==> src/rtl/fcm_pkg.sv <==
// Shared constants of the flash command host: register map, field
// positions, operation codes and strobe timing.
// Assumes a 250 MHz system clock and a 16-bit parallel flash part.
package fcm_pkg;

    // ==========================================================
    // Register map (byte addresses, one 32-bit word each)
    localparam logic [7:0] REG_CTRL = 8'h00;
    localparam logic [7:0] REG_ADDR = 8'h04;
    localparam logic [7:0] REG_WDATA = 8'h08;
    localparam logic [7:0] REG_RDATA = 8'h0c;
    localparam logic [7:0] REG_STATUS = 8'h10;

    // ==========================================================
    // Field positions
    localparam int CTRL_OP_LSB = 0;   // CTRL[2:0] operation code
    localparam int ST_BUSY = 0;
    localparam int ST_AUTOSEL = 1;
    localparam int ST_QUERY = 2;
    localparam int ST_TLIMIT = 3;
    localparam int ST_REFUSED = 4;
    localparam int ST_SUPPLY = 5;
    localparam int TLIMIT_BIT = 5;    // Timing-limit flag on data bit 5

    // ==========================================================
    // Operation codes written to CTRL
    localparam logic [2:0] OP_WRITE = 3'h1;
    localparam logic [2:0] OP_READ = 3'h2;
    localparam logic [2:0] OP_RESET = 3'h3;
    localparam logic [2:0] OP_AUTOSEL = 3'h4;
    localparam logic [2:0] OP_QUERY = 3'h5;
    localparam logic [2:0] OP_POLL = 3'h6;

    // ==========================================================
    // Command words (word-mode addresses)
    localparam logic [15:0] UNLOCK1_ADDR = 16'h0555;
    localparam logic [15:0] UNLOCK2_ADDR = 16'h02aa;
    localparam logic [15:0] QUERY_ADDR = 16'h0055;
    localparam logic [15:0] UNLOCK1_DATA = 16'h00aa;
    localparam logic [15:0] UNLOCK2_DATA = 16'h0055;
    localparam logic [15:0] AUTOSEL_DATA = 16'h0090;
    localparam logic [15:0] QUERY_DATA = 16'h0098;
    localparam logic [15:0] RESET_DATA = 16'h00f0;

    // ==========================================================
    // Strobe timing, in ns, and derived clock counts (rounded up)
    localparam int CLK_NS = 4;
    localparam int T_SETUP_NS = 10;
    localparam int T_WP_NS = 35;
    localparam int T_HOLD_NS = 20;
    localparam int T_ACC_NS = 70;
    localparam logic [7:0] SETUP_CYC = 8'((T_SETUP_NS + CLK_NS - 1) / CLK_NS);
    localparam logic [7:0] WP_CYC = 8'((T_WP_NS + CLK_NS - 1) / CLK_NS);
    localparam logic [7:0] HOLD_CYC = 8'((T_HOLD_NS + CLK_NS - 1) / CLK_NS);
    localparam logic [7:0] ACC_CYC = 8'((T_ACC_NS + CLK_NS - 1) / CLK_NS);

    // ==========================================================
    // Bus-cycle sequencer states
    typedef enum logic [3:0] {
        S_IDLE = 4'b0001,
        S_SETUP = 4'b0010,
        S_STROBE = 4'b0100,
        S_HOLD = 4'b1000
    } fcm_state_t;

endpackage

==> src/rtl/fcm_host.sv <==
// Host-side controller for a parallel NOR flash command interface.
// Software orders single bus cycles and command sequences over APB;
// the flash pins are driven with fixed, conservative strobe timing.
//
// Our own choices: the APB register port and the register addresses.
`timescale 1ns/1ps

// Contract
// - Write only with chip enable and write strobe low, output high.
// - Host must write reset to leave autoselect mode.
// - On timing-limit flag the host writes reset to regain array read.
// - Autoselect entry is two unlock writes then autoselect command.
module fcm_host #(
    parameter int AW = 20,
    parameter int DW = 16
) (
    input wire logic clock,
    input wire logic resetn,
    // APB slave
    input wire logic psel,
    input wire logic penable,
    input wire logic pwrite,
    input wire logic [7:0] paddr,
    input wire logic [31:0] pwdata,
    output logic [31:0] prdata,
    output logic pready,
    output logic pslverr,
    // Flash pins
    output logic flashCeN,
    output logic flashWeN,
    output logic flashOeN,
    output logic [AW-1:0] flashAddr,
    input wire logic [DW-1:0] flashDqIn,
    output logic [DW-1:0] flashDqOut,
    output logic flashDqOe,
    // Supply monitor, high while below the supply_lockout_level
    input wire logic supplyLow
);
    fcm_pkg::fcm_state_t state, next_state;
    logic [2:0] op;
    logic [1:0] step;
    logic [AW-1:0] addrReg;
    logic [DW-1:0] wdataReg;
    logic [DW-1:0] rdataReg;
    logic autoMode;
    logic queryMode;
    logic timingLimit;
    logic refused;
    logic expired;
    logic loadTimer;
    logic [7:0] loadValue;

    // ==========================================================
    // APB decode; the slave always answers in the access cycle
    wire apbWr = psel && penable && pwrite;
    wire apbRd = psel && penable && !pwrite;
    wire hitCtrl = (paddr == fcm_pkg::REG_CTRL);
    wire hitAddr = (paddr == fcm_pkg::REG_ADDR);
    wire hitWdata = (paddr == fcm_pkg::REG_WDATA);
    wire hitRdata = (paddr == fcm_pkg::REG_RDATA);
    wire hitStatus = (paddr == fcm_pkg::REG_STATUS);
    wire hitAny = hitCtrl | hitAddr | hitWdata | hitRdata | hitStatus;
    assign pready = 1'b1;
    assign pslverr = psel && penable && !hitAny;

    // ==========================================================
    // Operation launch and refusal
    wire [2:0] reqOp = pwdata[fcm_pkg::CTRL_OP_LSB +: 3];
    wire busy = (state != fcm_pkg::S_IDLE);
    wire isWriteOp = (reqOp == fcm_pkg::OP_WRITE) ||
                     (reqOp == fcm_pkg::OP_RESET) ||
                     (reqOp == fcm_pkg::OP_AUTOSEL) ||
                     (reqOp == fcm_pkg::OP_QUERY);
    wire isReadOp = (reqOp == fcm_pkg::OP_READ) ||
                    (reqOp == fcm_pkg::OP_POLL);
    wire ctrlWr = apbWr && hitCtrl && !busy;
    // No write operation starts while the supply is low
    wire lockRefuse = isWriteOp && supplyLow;
    // After a timing-limit hit only reset or reads go out
    wire limitRefuse = timingLimit && isWriteOp &&
                       (reqOp != fcm_pkg::OP_RESET);
    wire startOp = ctrlWr && (isWriteOp || isReadOp) &&
                   !lockRefuse && !limitRefuse;
    wire refuseOp = ctrlWr && (lockRefuse || limitRefuse);

    // ==========================================================
    // Command table: unlock, unlock, command for autoselect; one cycle for query and reset
    wire curIsRead = (op == fcm_pkg::OP_READ) || (op == fcm_pkg::OP_POLL);
    wire [1:0] lastStep = (op == fcm_pkg::OP_AUTOSEL) ? 2'd2 : 2'd0;
    logic [15:0] seqAddr;
    logic [15:0] seqData;
    always_comb begin
        seqAddr = fcm_pkg::UNLOCK1_ADDR;
        seqData = fcm_pkg::UNLOCK1_DATA;
        if (op == fcm_pkg::OP_AUTOSEL && step == 2'd1) begin
            seqAddr = fcm_pkg::UNLOCK2_ADDR;
            seqData = fcm_pkg::UNLOCK2_DATA;
        end else if (op == fcm_pkg::OP_AUTOSEL && step == 2'd2) begin
            seqData = fcm_pkg::AUTOSEL_DATA;
        end else if (op == fcm_pkg::OP_QUERY) begin
            seqAddr = fcm_pkg::QUERY_ADDR;
            seqData = fcm_pkg::QUERY_DATA;
        end else if (op == fcm_pkg::OP_RESET) begin
            // Address is a don't-care for the reset command
            seqData = fcm_pkg::RESET_DATA;
        end
    end
    wire useSeq = (op != fcm_pkg::OP_WRITE) && !curIsRead;
    wire [AW-1:0] cycAddr = useSeq ? AW'(seqAddr) : addrReg;
    wire [DW-1:0] cycData = useSeq ? DW'(seqData) : wdataReg;

    // ==========================================================
    // Sequencer: setup, strobe, hold per bus cycle
    wire cycDone = (state == fcm_pkg::S_HOLD) && expired;
    wire opDone = cycDone && (step == lastStep);
    always_comb begin
        next_state = state;
        loadTimer = 1'b0;
        loadValue = fcm_pkg::SETUP_CYC;
        unique case (state)
            fcm_pkg::S_IDLE: begin
                if (startOp) begin
                    next_state = fcm_pkg::S_SETUP;
                    loadTimer = 1'b1;
                end
            end
            fcm_pkg::S_SETUP: begin
                if (expired) begin
                    next_state = fcm_pkg::S_STROBE;
                    loadTimer = 1'b1;
                    loadValue = curIsRead ? fcm_pkg::ACC_CYC
                                          : fcm_pkg::WP_CYC;
                end
            end
            fcm_pkg::S_STROBE: begin
                if (expired) begin
                    next_state = fcm_pkg::S_HOLD;
                    loadTimer = 1'b1;
                    loadValue = fcm_pkg::HOLD_CYC;
                end
            end
            fcm_pkg::S_HOLD: begin
                if (expired) begin
                    next_state = opDone ? fcm_pkg::S_IDLE
                                        : fcm_pkg::S_SETUP;
                    loadTimer = !opDone;
                end
            end
        endcase
    end

    fcm_phase_timer #(.WIDTH(8)) phaseTimer (
        .clock(clock),
        .resetn(resetn),
        .load(loadTimer),
        .loadValue(loadValue),
        .expired(expired)
    );

    // ==========================================================
    // Pin levels for the next cycle; chip enable frames the whole
    // cycle so write strobe falls later and rises first
    wire nxtActive = (next_state != fcm_pkg::S_IDLE);
    wire nxtStrobe = (next_state == fcm_pkg::S_STROBE);
    wire nextCeN = !nxtActive;
    // Write strobe only with chip enable low and output high
    wire nextWeN = !(nxtStrobe && !curIsRead);
    wire nextOeN = !(nxtStrobe && curIsRead);
    wire nextDqOe = nxtActive && !curIsRead;

    // Registered pins; reset leaves every strobe high
    always_ff @(posedge clock or negedge resetn) begin
        if (!resetn) begin
            flashCeN <= 1'b1;
            flashWeN <= 1'b1;
            flashOeN <= 1'b1;
            flashDqOe <= 1'b0;
        end else begin
            flashCeN <= nextCeN;
            flashWeN <= nextWeN;
            flashOeN <= nextOeN;
            flashDqOe <= nextDqOe;
        end
    end

    // Address and data follow the current step
    always_ff @(posedge clock or negedge resetn) begin
        if (!resetn) begin
            flashAddr <= '0;
            flashDqOut <= '0;
        end else if (nxtActive) begin
            flashAddr <= cycAddr;
            flashDqOut <= cycData;
        end
    end

    // ==========================================================
    // Sequencer state and step
    always_ff @(posedge clock or negedge resetn) begin
        if (!resetn) begin
            state <= fcm_pkg::S_IDLE;
            op <= 3'h0;
            step <= 2'd0;
        end else begin
            state <= next_state;
            if (startOp) begin
                op <= reqOp;
                step <= 2'd0;
            end else if (cycDone && !opDone) begin
                step <= step + 2'd1;
            end
        end
    end

    // ==========================================================
    // Software registers; read data is taken at the end of access
    wire strobeEnd = (state == fcm_pkg::S_STROBE) && expired;
    wire readTake = strobeEnd && curIsRead;
    always_ff @(posedge clock or negedge resetn) begin
        if (!resetn) begin
            addrReg <= '0;
            wdataReg <= '0;
            rdataReg <= '0;
        end else begin
            if (apbWr && hitAddr) begin
                addrReg <= pwdata[AW-1:0];
            end
            if (apbWr && hitWdata) begin
                wdataReg <= pwdata[DW-1:0];
            end
            if (readTake) begin
                rdataReg <= flashDqIn;
            end
        end
    end

    // ==========================================================
    // Mode tracking: only a finished reset leaves autoselect or
    // query mode, so software sees when identification reads end
    wire resetDone = opDone && (op == fcm_pkg::OP_RESET);
    wire limitHit = readTake && (op == fcm_pkg::OP_POLL) &&
                    flashDqIn[fcm_pkg::TLIMIT_BIT];
    wire refusedClr = apbWr && hitStatus && pwdata[fcm_pkg::ST_REFUSED];
    always_ff @(posedge clock or negedge resetn) begin
        if (!resetn) begin
            autoMode <= 1'b0;
            queryMode <= 1'b0;
            timingLimit <= 1'b0;
            refused <= 1'b0;
        end else begin
            // Autoselect holds until reset is written
            if (opDone && op == fcm_pkg::OP_AUTOSEL) begin
                autoMode <= 1'b1;
            end else if (resetDone) begin
                autoMode <= 1'b0;
            end
            if (opDone && op == fcm_pkg::OP_QUERY) begin
                queryMode <= 1'b1;
            end else if (resetDone) begin
                queryMode <= 1'b0;
            end
            // Set wins over the clear by reset
            timingLimit <= limitHit | (timingLimit & !resetDone);
            refused <= refuseOp | (refused & !refusedClr);
        end
    end

    // ==========================================================
    // Read mux
    wire [31:0] statusWord = 32'({supplyLow, refused, timingLimit,
                                  queryMode, autoMode, busy});
    assign prdata = !apbRd ? 32'h0 :
                    hitCtrl ? 32'(op) :
                    hitAddr ? 32'(addrReg) :
                    hitWdata ? 32'(wdataReg) :
                    hitRdata ? 32'(rdataReg) :
                    hitStatus ? statusWord : 32'h0;

    // ==========================================================
    // Checks
    logic [7:0] weLowCnt;
    always_ff @(posedge clock or negedge resetn) begin
        if (!resetn) begin
            weLowCnt <= 8'h00;
        end else begin
            weLowCnt <= flashWeN ? 8'h00 : weLowCnt + 8'h01;
        end
    end
endmodule // fcm_host

==> src/rtl/fcm_phase_timer.sv <==
// Phase timer for the flash bus-cycle sequencer.
// Assumes load is a one-cycle pulse from the sequencer's own clock.
`timescale 1ns/1ps
module fcm_phase_timer #(
    parameter int WIDTH = 8
) (
    input wire logic clock,
    input wire logic resetn,
    input wire logic load,
    input wire logic [WIDTH-1:0] loadValue,
    output logic expired
);
    logic [WIDTH-1:0] count;

    // ==========================================================
    // Down counter; a load wins over the running count
    always_ff @(posedge clock or negedge resetn) begin
        if (!resetn) begin
            count <= '0;
        end else if (load) begin
            count <= loadValue;
        end else if (count != '0) begin
            count <= count - WIDTH'(1);
        end
    end

    assign expired = (count == '0);
endmodule // fcm_phase_timer

==> config.mk <==
export PLATFORM = sky130hd
export DESIGN_NAME = fcm_host
export DESIGN_NICKNAME = d
export VERILOG_FILES = /design/src/rtl/fcm_pkg.sv /design/src/rtl/fcm_host.sv /design/src/rtl/fcm_phase_timer.sv
export SDC_FILE = /design/constraint.sdc
export NUM_CORES = 1
export LEC_CHECK = 0
export CAP_MARGIN = 10
export CORE_MARGIN = 8
export CORE_UTILIZATION = 55
export CTS_CLUSTER_DIAMETER = 40
export CTS_CLUSTER_SIZE = 20
export DETAILED_ROUTE_END_ITERATION = 16
export DONT_BUFFER_PORTS = 1
export GPL_TIMING_DRIVEN = 0
export HOLD_SLACK_MARGIN = 0.1
export PLACE_DENSITY = 0.7
export SYNTH_ARGS = -nofsm -noshare
export SYNTH_HDL_FRONTEND = slang
export SYNTH_SLANG_ARGS = --single-unit
==> constraint.sdc <==
create_clock -name clock -period 3.2 [get_ports clock]
set_input_delay 0.32 -clock clock [delete_from_list [all_inputs] [get_ports clock]]
set_output_delay 0.32 -clock clock [all_outputs]
set_load 0.1 [all_outputs]
### Word level (Yosys, flattened, before mapping)

Index checks and enable logic that the tools add are counted.

* add/sub/neg operators: 2
* $mul: 0
* div/mod/pow operators: 0
* magnitude comparators: 0
* equality and inequality tests: 27
* shifts and indexed selects: 0
* muxes and demuxes: 37
* bitwise logic cells: 8
* reductions and logical operators: 60

Operators with widths (count)
* $mux 16: 7
* $mux 20: 4
* $logic_and 1x1->1: 33
* $eq 3x3->1 const B: 6
* $eq 8x4->1 const B: 2
* $logic_not 8->1: 2
* $mux 4: 4
* $mux 8: 2
* $pmux 4 s4: 1
* $mux 7: 2
* $eq 3x2->1 const B: 4
* $logic_not 1->1: 12
* $mux 11: 1
* $mux 5: 2
* $pmux 5 s2: 1
* $eq 4x3->1 const B: 2
* $eq 8x3->1 const B: 1
* $eq 8x5->1 const B: 1
* $mux 2: 4
* $ne 4x1->1 const B: 2
* $reduce_bool 2->1: 4
* $reduce_bool 8->1: 1
* $sub 8x1->8 const B: 1
* $logic_or 1x1->1: 7
* 17 further kinds: 28

* flip-flop bits (word level): 113
* bits in latches: 0
* memory bits (writable): 0
* memory bits (read-only): 0
* input bits: 62
* output and inout port bits: 74
* word-level logic and storage cells: 151
* memories kept: 0

### Longest topological paths before layout

* depth in word-level cells: 13
* mapped depth: 10
* mapped depth without buffers: 7

### Cells and area by module

From an unflattened synthesis, not the netlist that was laid out.

* cells, all modules: 559
* area, all modules: 5921.9 µm²

Modules (own cells, without submodules)
* fcm_host: instances 1, cells an instance 505, area an instance 5445.2 µm², seq. area each 2632.5 µm²
* fcm_phase_timer: instances 1, cells an instance 54, area an instance 476.7 µm², seq. area each 200.2 µm²

### Least setup slack after synthesis

No wires, ideal clock.

* path kind: input to output
* start point: in paddr[1]
* end point: out prdata[5]
* arrival time: 2937 ps
* setup slack: -57 ps
* stages on the path: 5
* path buffers: 0
* path through: nor4_1 > nor4b_1 > and2_1 > a222oi_1 > a21oi_1

* longest elaborated chain between the ends: 7
* elaborated cells on any way between the ends: 11
* those cells by class: eq/ne: 4; mux: 6; reduce/logical: 1

Ends and longest elaborated chain
* start: declaration: RTL line fcm_host.sv:23 `input wire logic [7:0] paddr,`
* $eq 8x5->1: RTL line fcm_host.sv:61 `wire hitStatus = (paddr == fcm_pkg::REG_STATUS);`
* $mux 6: RTL line fcm_host.sv:277 `hitStatus ? statusWord : 32'h0;`
* $mux 16: RTL line fcm_host.sv:276 `hitRdata ? 32'(rdataReg) :`
* $mux 16: RTL line fcm_host.sv:275 `hitWdata ? 32'(wdataReg) :`
* $mux 20: RTL line fcm_host.sv:274 `hitAddr ? 32'(addrReg) :`
* $mux 20 *: RTL line fcm_host.sv:273 `hitCtrl ? 32'(op) :`
* $mux 20 *: RTL line fcm_host.sv:272 `assign prdata = !apbRd ? 32'h0 :`
* end: declaration: RTL line fcm_host.sv:25 `output logic [31:0] prdata,`

Mark *: on every way between the ends. The rest lies on a longest branch, timed or not.

### Final worst setup path

* start point: in paddr[1]
* end point: out prdata[1]

The elaborated chain is that of the path after synthesis.

==> impl_results.md <==
* Worst-Skew Late Latency at 510 ps
* CP max FO at 4
* Drt first pass iters at 5
* Synth async-reset ratio at 100%
* Top cell type's share of synthesized area at 46.1%
* Routed len/inst at 20.3 um
* Antenna violations before repair at 0
* Fill cells at 806
* Worst Tran Pin Value at 1260 ps
* Pwr dens at 754 nW/um^2
* Worst min path class: in2reg
* Total Nets Final at 684
* Max Buffers Root-to-Sink at 2
* Fin. Hold Viols at 0
* Hpwl dp at 10,900 um
* Row Count at 38
* Post-synth EDFFs at 0
* Top cells by area, synth: dfrtp_1 (46%), mux2_2 (11%), mux2i_1 (6.1%)
* Number of global-route vias before repair at 4,693
* R2R Path End: rdataReg[7]
* DRT iter0 DRCs at 373
* Die area at 14,300 sq um
* Initial Utilization at 55.5%
* Worst R2R Path Depth at 9
* LEAKAGE at 0.00347 uW
* Hold Slack at 157 ps
* Core ar. at 10,700 sq um
* Mapped Area at 5910 sq um
* Synth cell count leaders: dfrtp_1 (109), mux2_2 (57), nand2_1 (43)
* Worst EP required at 2880 ps
* CTS sink count at 113
* Crit end category: output port
* Period utilization at 93.7%
* Die Wd at 120 um
* Reg-to-reg slack, setup at 340 ps
* Final setup violation count at 0
* Final core area utilization at 68.0%
* Critical path destination: prdata[1]
* Cell count after synthesis at 549
* Root buf cell: clkbuf_8
* Area Overhead vs Synth at 22.4%
* Vias/cell at 5.85
* Outcome: finished, final reports clean
* Final setup skew at 10.1 ps
* Synth Register Bits at 113
* Setup TNS at 0 ps
* Max-slew violation count at 0
* H-tree levels at 4
* Die height at 120 um
* CP Launch Point: paddr[1]
* R2R Path Start: phaseTimer.count[0]
* First-pass GRT wire length at 25,400 um
* Post-CTS Setup Inserts at 0
* Syn_area_per_cell at 10.8 sq um
* Distinct cells, synth at 60
* Port buffer count at 0
* Via count at 4,512
* Remaining antenna violation count at 0
* Register area share after synthesis at 47.9%
* GRT Util Overall at 22.5%
* Crit start category: input pin
* Period minus WS final at 3000 ps
* FF/Latch Area at 2830 sq um
* Footprint of the multi-input gates at 2800 sq um
* Slew HR at 15.8%
* Antenna fix cells at 0
* GPL Wtd Cong at 0.868
* CTS tree: done
* Grt ovf at 0
* DR DRC count at 0
* Fraction of layout cells with a size suffix above 1 at 23.8%
* Largest net degree at the start of global routing at 114
* I/O pin count at 136
* WP data arrival at 2680 ps
* Max Clk Rate at 334 MHz
* Crit path kind: in2out
* Clock Pin Slew Worst Setup and Hold Paths at 50 ps
* CTS buffer count at 17
* RSZ-0062 raised after global routing: no
* Wirelength, routed at 15,700 um
* Maxcap violations at 0
* Most frequent cell after synthesis: dfrtp_1
* Dominant cell type by area after synthesis: dfrtp_1
* Main synth FF type: dfrtp_1
* Worst vdd ir at 0.429 mV
* Synth warn at 0
worst max-delay path: stages:
cell      delay (ps)
nor4_1           520
nor4b_1          630
a222oi_1         210
a21oi_2          980
registers in the layout, indices dropped and copies added (netlist names), 2 cells and up:
name              count
rdataReg             16
step                  2
wdataReg             16
op                    3
flashAddr            20
phaseTimer.count      8
addrReg              20
flashDqOut           16
state                 4
cells by family (layout without fill, tap and decap cells):
logic type | after synthesis | after routing | synth area share (%)
other | 2 | 13 | 0.127
buffers and inverters | 82 | 153 | 6.77
AOI/OAI and AO/OA | 93 | 93 | 10.4
and+or+nand+nor | 140 | 140 | 13.1
muxes | 108 | 108 | 19.8
adders and majority gates | 4 | 4 | 0.847
DFF | 113 | 113 | 47.9
xor gates and xnor gates | 7 | 7 | 1.04
final cells by class:
cell class              instances  area share (%)
plain buffers                  40            3.35
clock buffers                  22            6.40
clock inverters                10            2.16
inverters                      42            2.18
multi-input cells             365            38.6
flip-flops and latches        113            39.1
well taps                     140            2.42
repair buffers                 39            5.71
through the flow:
stage               total power [uW]  cells  setup slack, ps  cell area (sq um)
floorplan                       3330    560             67.5               5960
global placement                3440    700             -426               6140
detailed placement              3460    701            -13.2               6200
CTS                             5510    771             3.03               7210
global route                    5650    771             75.6               7240
finish                          5460    771              203               7240
cell usage in the layout, fill, tap and decap left out, types with 5 or more instances in the layout:
cell | netlist | layout
conb_1 | 2 | 13
mux2i_1 | 36 | 36
clkbuf_16 | 0 | 16
mux2_1 | 15 | 15
and2_1 | 9 | 9
inv_1 | 42 | 42
buf_4 | 18 | 18
nor3_1 | 7 | 6
clkbuf_1 | 11 | 13
dfrtp_1 | 109 | 109
a21oi_1 | 30 | 22
buf_2 | 8 | 8
nand3_1 | 11 | 11
xnor2_1 | 5 | 5
o21ai_0 | 25 | 25
a21oi_2 | 0 | 5
nand2_1 | 43 | 43
and3_1 | 7 | 7
a222oi_1 | 6 | 6
nor2_2 | 0 | 8
mux2_2 | 57 | 57
dlygate4sd3_1 | 0 | 37
nor2_1 | 28 | 20
nand2b_1 | 9 | 9
where the power goes:
group | internal, uW | leakage [uW] | switching [uW]
sequential | 1610 | 0.00144 | 1380
clock | 1320 | 0.000305 | 633
combinational | 222 | 0.00173 | 284
per-layer routing:
layer	track usage (%)	vias up	routed length [um]	part of all wire, %
li1	-	2041	-	-
met1	26.6	2205	6270	40
met2	37.0	227	7640	49
met3	7.61	39	1320	8.4
met4	8.82	0	442	2.8
met5	0	-	0	0
how the worst min path moves through the flow:
stage / depth (start not counted) / startpoint / slack [ps] / end
after floorplan: 0 / resetn / 20 / addrReg[0]
after global placement: 0 / resetn / 30 / flashDqOut[13]
after detailed placement: 0 / resetn / 30 / rdataReg[11]
after CTS: 3 / supplyLow / 120 / refused
after global routing: 3 / supplyLow / 130 / refused
final: 3 / supplyLow / 160 / refused
what timing repair did:
action	CTS	global route
endpoints found under the hold margin	170	0
hold buffers	38	0
endpoints found under the setup margin	0	3
gates resized for setup	0	3
Note: power is estimated with default switching activity, not from simulation.
